===== config.mk =====
export PLATFORM = sky130hd
export DESIGN_NAME = irq_detect_mode_reg0
export DESIGN_NICKNAME = d
export VERILOG_FILES = /design/src/hw/irq_detect_pkg.sv /design/src/hw/irq_detect_mode_reg0.sv
export SDC_FILE = /design/constraint.sdc
export NUM_CORES = 1
export LEC_CHECK = 0
export ABC_AREA = 1
export BUFFER_PORTS_ARGS = -buffer_cell sky130_fd_sc_hd__buf_4
export CORE_ASPECT_RATIO = 1.2
export CORE_MARGIN = 1
export CORE_UTILIZATION = 49
export DETAILED_ROUTE_END_ITERATION = 16
export PLACE_DENSITY = 0.83
export SLEW_MARGIN = 40
export SYNTH_ARGS = -nofsm -noshare
export SYNTH_HDL_FRONTEND = slang
export SYNTH_SLANG_ARGS = --single-unit

===== constraint.sdc =====
create_clock -name ref_clk -period 2.8 [get_ports ref_clk]
set_clock_uncertainty 0.05 [all_clocks]
set_input_delay 0.28 -clock ref_clk [delete_from_list [all_inputs] [get_ports ref_clk]]
set_output_delay 0.28 -clock ref_clk [all_outputs]
set_load 0.02 [all_outputs]

===== src/hw/irq_detect_pkg.sv =====
// Purpose: Constants for the detection-mode register 0 block
// Assumes: APB, 32-bit data, byte addresses as printed
// Notes:   Offsets, reset values and mode encodings live here
package irq_detect_pkg;

    // ------------------------------------------------------------
    // Register map
    // ------------------------------------------------------------
    localparam logic [15:0] DETECT_ENABLE_OFS = 16'hf600;
    localparam logic [15:0] DETECT_MODE0_OFS  = 16'hf604;
    localparam logic [15:0] EDGE_CLEAR_OFS    = 16'hf660;
    localparam logic [15:0] PENDING_OFS       = 16'hf680;

    // ------------------------------------------------------------
    // Field layout of the mode register
    // ------------------------------------------------------------
    localparam int PCI_POWER_MGMT_MODE_LSB = 30;
    localparam int PCI_ERROR_MODE_LSB      = 28;
    localparam int TIMER2_MODE_LSB         = 22;
    localparam int TIMER1_MODE_LSB         = 20;
    localparam int TIMER0_MODE_LSB         = 18;
    localparam int PCI_CONTROLLER_MODE_LSB = 16;
    localparam int EXT_PIN0_MODE_LSB       = 4;
    localparam int WRITE_TIMEOUT_MODE_LSB  = 2;
    localparam int ECC_ERROR_MODE_LSB      = 0;
    localparam logic [31:0] MODE0_WRITE_MASK = 32'hf0ff_ffff;
    localparam logic [31:0] MODE0_RESET      = 32'h0000_0000;

    // Edge-clear register: enable bit and source index field
    localparam int EDGE_CLEAR_ENABLE_BIT = 16;
    localparam int EDGE_CLEAR_SOURCE_LSB = 0;

    // Pending bit and external pin counts
    localparam int NUM_SOURCES   = 14;
    localparam int NUM_EXT_PINS  = 6;

    // ------------------------------------------------------------
    // Mode encodings
    // ------------------------------------------------------------
    typedef enum logic [1:0] {
        MODE_LOW     = 2'h0,
        MODE_HIGH    = 2'h1,
        MODE_FALLING = 2'h2,
        MODE_RISING  = 2'h3
    } detect_mode_t;

endpackage


===== src/hw/irq_detect_mode_reg0.sv =====
// Purpose: Detection-mode register 0 and the detection logic it steers
// Assumes: Sources and pins synchronous to ref_clk; APB slave
// Notes:   Pending bits feed the later priority stage

// ------------------------------------------------------------
// Module
// ------------------------------------------------------------
module irq_detect_mode_reg0 #(
    parameter int NUM_PINS = 6
) (
    input  wire logic                ref_clk,
    input  wire logic                resetn,
    input  wire logic                psel,
    input  wire logic                penable,
    input  wire logic                pwrite,
    input  wire logic [15:0]         paddr,
    input  wire logic [31:0]         pwdata,
    output logic                     pready,
    output logic [31:0]              prdata,
    output logic                     pslverr,
    input  wire logic [NUM_PINS-1:0] ext_pin_n,
    input  wire logic                pci_power_management_source_n,
    input  wire logic                pci_fault_source_n,
    input  wire logic [2:0]          timer_unit_n,
    input  wire logic                pci_bridge_source_n,
    input  wire logic                write_timeout_source_n,
    input  wire logic                ecc_error_source_n,
    output logic [13:0]              pending_out
);

    // ------------------------------------------------------------
    // Register file
    // ------------------------------------------------------------
    logic [31:0] mode0_reg;
    logic        global_detect_enable_reg;
    logic [13:0] pending_reg;
    logic [13:0] pending_next;
    logic [13:0] level_active;
    logic [13:0] edge_hit;
    logic [13:0] edge_clear;
    logic [NUM_PINS-1:0] pin_prev_reg;
    logic        apb_setup;
    logic        wr_mode0;
    logic        wr_enable;
    logic        wr_edge_clear;
    logic        addr_ok;
    logic [31:0] rd_value;

    assign apb_setup     = psel & ~penable;
    assign wr_mode0      = psel & penable & pready & pwrite
                           & (paddr == irq_detect_pkg::DETECT_MODE0_OFS);
    assign wr_enable     = psel & penable & pready & pwrite
                           & (paddr == irq_detect_pkg::DETECT_ENABLE_OFS);
    assign wr_edge_clear = psel & penable & pready & pwrite
                           & (paddr == irq_detect_pkg::EDGE_CLEAR_OFS);

    // ------------------------------------------------------------
    // Read decode
    // ------------------------------------------------------------
    // Reserved bits and the write-only clear register read as zero
    always_comb begin
        addr_ok  = 1'b1;
        rd_value = 32'h0000_0000;
        case (paddr)
            irq_detect_pkg::DETECT_ENABLE_OFS:
                rd_value = {31'h0000_0000, global_detect_enable_reg};
            irq_detect_pkg::DETECT_MODE0_OFS:
                rd_value = mode0_reg;
            irq_detect_pkg::EDGE_CLEAR_OFS:
                rd_value = 32'h0000_0000;
            irq_detect_pkg::PENDING_OFS:
                rd_value = {18'h0_0000, pending_reg};
            default:
                addr_ok = 1'b0;
        endcase
    end

    // ------------------------------------------------------------
    // APB response
    // ------------------------------------------------------------
    // No wait state: ready rises in the first access phase after setup.
    // The answer is latched at the setup edge, so a read returns the
    // value that stood in the setup cycle.
    always_ff @(posedge ref_clk) begin
        if (!resetn) begin
            pready  <= 1'b0;
            prdata  <= 32'h0000_0000;
            pslverr <= 1'b0;
        end else if (apb_setup) begin
            pready  <= 1'b1;
            prdata  <= pwrite ? 32'h0000_0000 : rd_value;
            pslverr <= ~addr_ok;
        end else begin
            pready  <= 1'b0;
            pslverr <= 1'b0;
        end
    end

    // ------------------------------------------------------------
    // Configuration registers
    // ------------------------------------------------------------
    // Reserved bits 27:24 are masked so they always read zero
    always_ff @(posedge ref_clk) begin
        if (!resetn) begin
            mode0_reg <= irq_detect_pkg::MODE0_RESET;
        end else if (wr_mode0) begin
            mode0_reg <= pwdata & irq_detect_pkg::MODE0_WRITE_MASK;
        end
    end

    // Clearing the enable also flushes every pending bit, so software
    // sees a clean slate when detection is started again
    always_ff @(posedge ref_clk) begin
        if (!resetn) begin
            global_detect_enable_reg <= 1'b0;
        end else if (wr_enable) begin
            global_detect_enable_reg <= pwdata[0];
        end
    end

    // ------------------------------------------------------------
    // Field extraction
    // ------------------------------------------------------------
    // Internal sources know only code 00 (low level) or disable
    logic [1:0] pci_power_mgmt_mode;
    logic [1:0] pci_error_mode;
    logic [1:0] timer2_mode;
    logic [1:0] timer1_mode;
    logic [1:0] timer0_mode;
    logic [1:0] pci_controller_mode;
    logic [1:0] write_timeout_mode;
    logic [1:0] ecc_error_mode;

    assign pci_power_mgmt_mode =
        mode0_reg[irq_detect_pkg::PCI_POWER_MGMT_MODE_LSB +: 2];
    assign pci_error_mode =
        mode0_reg[irq_detect_pkg::PCI_ERROR_MODE_LSB +: 2];
    assign timer2_mode =
        mode0_reg[irq_detect_pkg::TIMER2_MODE_LSB +: 2];
    assign timer1_mode =
        mode0_reg[irq_detect_pkg::TIMER1_MODE_LSB +: 2];
    assign timer0_mode =
        mode0_reg[irq_detect_pkg::TIMER0_MODE_LSB +: 2];
    assign pci_controller_mode =
        mode0_reg[irq_detect_pkg::PCI_CONTROLLER_MODE_LSB +: 2];
    assign write_timeout_mode =
        mode0_reg[irq_detect_pkg::WRITE_TIMEOUT_MODE_LSB +: 2];
    assign ecc_error_mode =
        mode0_reg[irq_detect_pkg::ECC_ERROR_MODE_LSB +: 2];

    // Source enables: a field other than 00 silences its source
    logic pwr_mgmt_on;
    logic pci_err_on;
    logic timer2_on;
    logic timer1_on;
    logic timer0_on;
    logic pci_ctrl_on;
    logic wr_timeout_on;
    logic ecc_on;

    assign pwr_mgmt_on   = (pci_power_mgmt_mode == 2'h0);
    assign pci_err_on    = (pci_error_mode == 2'h0);
    assign timer2_on     = (timer2_mode == 2'h0);
    assign timer1_on     = (timer1_mode == 2'h0);
    assign timer0_on     = (timer0_mode == 2'h0);
    assign pci_ctrl_on   = (pci_controller_mode == 2'h0);
    assign wr_timeout_on = (write_timeout_mode == 2'h0);
    assign ecc_on        = (ecc_error_mode == 2'h0);

    // ------------------------------------------------------------
    // Source decode
    // ------------------------------------------------------------
    // Pending index: 0 ecc, 1 write timeout, 2..7 pins 0..5,
    // 8 PCI controller, 9..11 timers 0..2, 12 PCI error, 13 PCI PM
    logic [13:0] internal_req;
    assign internal_req = {
        ~pci_power_management_source_n & pwr_mgmt_on,
        ~pci_fault_source_n & pci_err_on,
        ~timer_unit_n[2] & timer2_on,
        ~timer_unit_n[1] & timer1_on,
        ~timer_unit_n[0] & timer0_on,
        ~pci_bridge_source_n & pci_ctrl_on,
        6'h00,
        ~write_timeout_source_n & wr_timeout_on,
        ~ecc_error_source_n & ecc_on
    };

    // ------------------------------------------------------------
    // Pin detection
    // ------------------------------------------------------------
    // Pins 0..5 sit at bits 5:4 upward in pairs.
    // Edge modes compare the pin with its value one clock earlier;
    // level modes look at the pin as it is now.
    genvar gi;
    generate
        for (gi = 0; gi < NUM_PINS; gi++) begin : g_pin
            localparam int LSB = irq_detect_pkg::EXT_PIN0_MODE_LSB + 2*gi;
            logic [1:0] pin_mode;
            logic       cur;
            logic       prv;
            logic       lvl;
            logic       edg;
            assign pin_mode = mode0_reg[LSB+1:LSB];
            assign cur = ext_pin_n[gi];
            assign prv = pin_prev_reg[gi];
            always_comb begin
                lvl = 1'b0;
                edg = 1'b0;
                case (pin_mode)
                    2'h0: lvl = ~cur;
                    2'h1: lvl = cur;
                    2'h2: edg = prv & ~cur;
                    2'h3: edg = ~prv & cur;
                    default: lvl = 1'b0;
                endcase
            end
            assign level_active[2+gi] = lvl;
            assign edge_hit[2+gi]     = edg;
        end
    endgenerate

    assign level_active[1:0]  = internal_req[1:0];
    assign level_active[13:8] = internal_req[13:8];
    assign edge_hit[1:0]      = 2'h0;
    assign edge_hit[13:8]     = 6'h00;

    // Previous sample resets high, the idle level of a low-active pin,
    // so release of reset does not look like a rising edge
    always_ff @(posedge ref_clk) begin
        if (!resetn) begin
            pin_prev_reg <= '1;
        end else begin
            pin_prev_reg <= ext_pin_n;
        end
    end

    // ------------------------------------------------------------
    // Pending state
    // ------------------------------------------------------------
    // An edge clear names one pending index; out-of-range indices
    // are ignored rather than wrapping onto another source
    always_comb begin
        edge_clear = 14'h0000;
        if (wr_edge_clear && pwdata[irq_detect_pkg::EDGE_CLEAR_ENABLE_BIT] &&
            pwdata[3:0] < 4'(irq_detect_pkg::NUM_SOURCES)) begin
            edge_clear[pwdata[3:0]] = 1'b1;
        end
    end

    always_comb begin
        if (!global_detect_enable_reg) begin
            pending_next = 14'h0000;
        end else begin
            // Level follows source; edge sticks, set beats clear
            pending_next = level_active
                | edge_hit
                | (pending_reg & ~edge_clear & ~level_mask());
        end
    end

    // Bit set for sources whose pending bit follows the level each
    // cycle; edge-mode pins drop out and keep their bit until cleared
    function automatic logic [13:0] level_mask();
        logic [13:0] m;
        m = 14'h3fff;
        for (int i = 0; i < NUM_PINS; i++) begin
            if (mode0_reg[irq_detect_pkg::EXT_PIN0_MODE_LSB + 2*i + 1]) begin
                m[2+i] = 1'b0;
            end
        end
        return m;
    endfunction

    // pending_out mirrors pending_reg so the port comes from a flop
    always_ff @(posedge ref_clk) begin
        if (!resetn) begin
            pending_reg <= 14'h0000;
            pending_out <= 14'h0000;
        end else begin
            pending_reg <= pending_next;
            pending_out <= pending_next;
        end
    end

endmodule // irq_detect_mode_reg0


==> impl_metrics.ini <==
[power]
p_seq_share_pct = 55.2
comb_power_share_pct = 7.4
ir_drop_v = 0.000399
p_leak_uw = 0.00179
clockPowerShare_pct = 37.4
netSwitchingFraction_pct = 24.3
power_density_nw_per_um2 = 473
netSwitchingPower_uw = 498
internal_power_uw = 1550

[grt]
grt_pass1_vias = 3066
grt_use_total_pct = 25.0
grt_pass1_wl_mm = 13.8
grt-ovfl-total = 0
grt_max_degree = 56
antenna_found_initial = 0

[clock_tree]
post_cts_resized = 0
cts-root-buf = clkbuf_8
postCtsSetupBuffers = 0
clock_sink_count = 79
postCtsHoldBufs = 0
cts_max_path_buffers = 2
cts_tree = built
worst_skew_pair.late_latency_ns = 0.36
htree_levels = 3
clk_pin_slew_worst_paths_ns = 0.08
cts_buffers = 9

[floorplanning]
rows = 32
die_y_um = 92.7
die_x_um = 77.5
die_area_sq_um = 7180
io_pins = 115
fp.coreArea_sq_um = 6530
initial_utilization_pct = 51.4

[timing]
setup_viol = 0
slew_headroom_pct = 45.4
fin_crit_sh_pct = 57.7
layout_setup_ws_ns = 1.18
tightestPinTransition_ns = 0.813
finalCriticalPeriod_ns = 1.62
rsz0062_at_grt = no
finalHoldWorstSlack_ns = 0.0214
finalSetupTns_ns = 0
hold_violations = 0
fmax_ghz = 0.618
slew_violations = 0

[logic_synthesis]
synthCells = 449
ys_seq_area_share_pct = 47.1
synth.area.top_cells = dfxtp_1, nand2_1, a21oi_1
synth_seq_cells = 79
synth.distinct_cells = 26
yosysWarnings = 0
syn_avg_cell_area_sq_um = 7.47
synth_area_sq_um = 3360
synth_area_leader_cell = dfxtp_1
yosysTopAreaCellShare_pct = 47.1

[detailed_routing]
ant_nets = 0
viasPerCell = 5.17
drt_iter0_markers = 220
dr.pass1.iters = 4
vias = 3283
finalWirelength_mm = 8.70
wl_per_cell_um = 13.7
drc_errors = 0

[cells_and_area]
areaGrowthSynthToFinish_pct = 29.0
layout_common_cells = buf_4, nand2_1, dfxtp_1
nets = 612
design_area_sq_um = 4330
utilization_pct = 66.3
final_common_cell = buf_4
final_layout_size_suffix_gt1_share_pct = 26.7
n_antenna_cell = 0

[critical_path]
timing.reg2reg.setup_slack_ns = 1.18
r2r-start = pready$_SDFF_PN0_
critPathCapture = pending_reg[7]$_SDFF_PN0_
cp.arrival_ns = 1.78
crit_path_max_fanout = 6
startpoint = pready$_SDFF_PN0_
path_class = register to register
start_kind = register
end_kind = register
critical_path_required_ns = 2.96
rr_worst_depth = 7
crit-reg2reg-capture = pending_reg[7]$_SDFF_PN0_

[place]
placed_area_sq_um = 4150
pre_cts_slack_ns = 0.860
post-dp-hpwl_mm = 6.41
gp_congestion = 0.877
io_buffers = 106

[flow_run]
maxCapViolations = 0

[hold_path]
hold_path.class = primary input to register

[outcome]
status = finished, final reports clean
==> worst min-delay path by stage <==
stage	slack (ns)	depth (start not counted)	end	start
after global routing	0.0009	2	pending_reg[11]$_SDFF_PN0_	timer_unit_n[2]
after CTS	0.01	2	pending_reg[11]$_SDFF_PN0_	timer_unit_n[2]
after floorplan	0.31	1	pending_reg[0]$_SDFF_PN0_	ecc_error_source_n
after global placement	0.35	1	pending_reg[1]$_SDFF_PN0_	mode0_reg[2]$_SDFFE_PN0P_
final	0.02	2	pending_reg[11]$_SDFF_PN0_	timer_unit_n[2]
after detailed placement	0.36	1	pending_reg[1]$_SDFF_PN0_	mode0_reg[3]$_SDFFE_PN0P_
==> power by group through the flow <==
stage	clock network, uW	logic, uW	registers (uW)
2_1_floorplan	0	67.1	1160
3_3_place_gp	0	148	1160
3_5_place_dp	0	151	1160
4_1_cts	776	152	1130
5_1_grt	832	167	1130
6_report	765	152	1130
==> critical path: stages, from the launching register on <==
cell     delay [ns]
dfxtp_1        0.34
nand3_1        0.11
nor2_1         0.23
nand2_1        0.08
nor2_1         0.30
nand4_1        0.19
nand2_1        0.11
a21oi_1        0.06
==> logic make-up after synthesis <==
kind of cell    Yosys count  share of synthesized area [%]
simple gates            173                           23.5
compound gates          111                           18.2
buf+inv                  85                           11.1
flops                    79                           47.1
other cells               1                          0.112
==> metal layers <==
metal,vias to the layer above,global-route usage (%),wire [um]
met5,-,0,0
met4,0,15.4,333
met3,21,5.02,533
met2,134,43.3,4430
met1,1463,28.0,3400
li1,1665,-,-
==> cells in the mapped netlist <==
cell	count
a21oi_1	53
a21oi_2	10
buf_1	1
buf_2	9
buf_4	5
buf_6	3
clkbuf_1	10
conb_1	1
dfxtp_1	79
inv_1	55
inv_2	2
nand2_1	91
nand2_2	1
nand3_1	41
nand4_1	7
nor2_1	13
nor2_2	3
nor2_4	2
nor3_1	5
nor3_2	1
nor3_4	1
nor4_1	8
o211ai_1	6
o21ai_0	13
o21ai_1	28
o31ai_1	1
==> area by class of cell <==
cell class	instances	area, sq um
clock buffer	10	138
clock inverter	6	43.8
fill	567	2200
inverter	57	214
multi-input combinational	288	1420
sequential	79	1580
tap	85	106
timing repair buffer	110	826
==> stage by stage <==
| stage | std cells | power [uW] |
|---|---|---|
| 2_1_floorplan | 452 | 1230 |
| 3_3_place_gp | 619 | 1310 |
| 3_5_place_dp | 619 | 1310 |
| 4_1_cts | 635 | 2060 |
| 5_1_grt | 635 | 2130 |
| 6_report | 635 | 2050 |
Power figures use the tool's default switching activity.
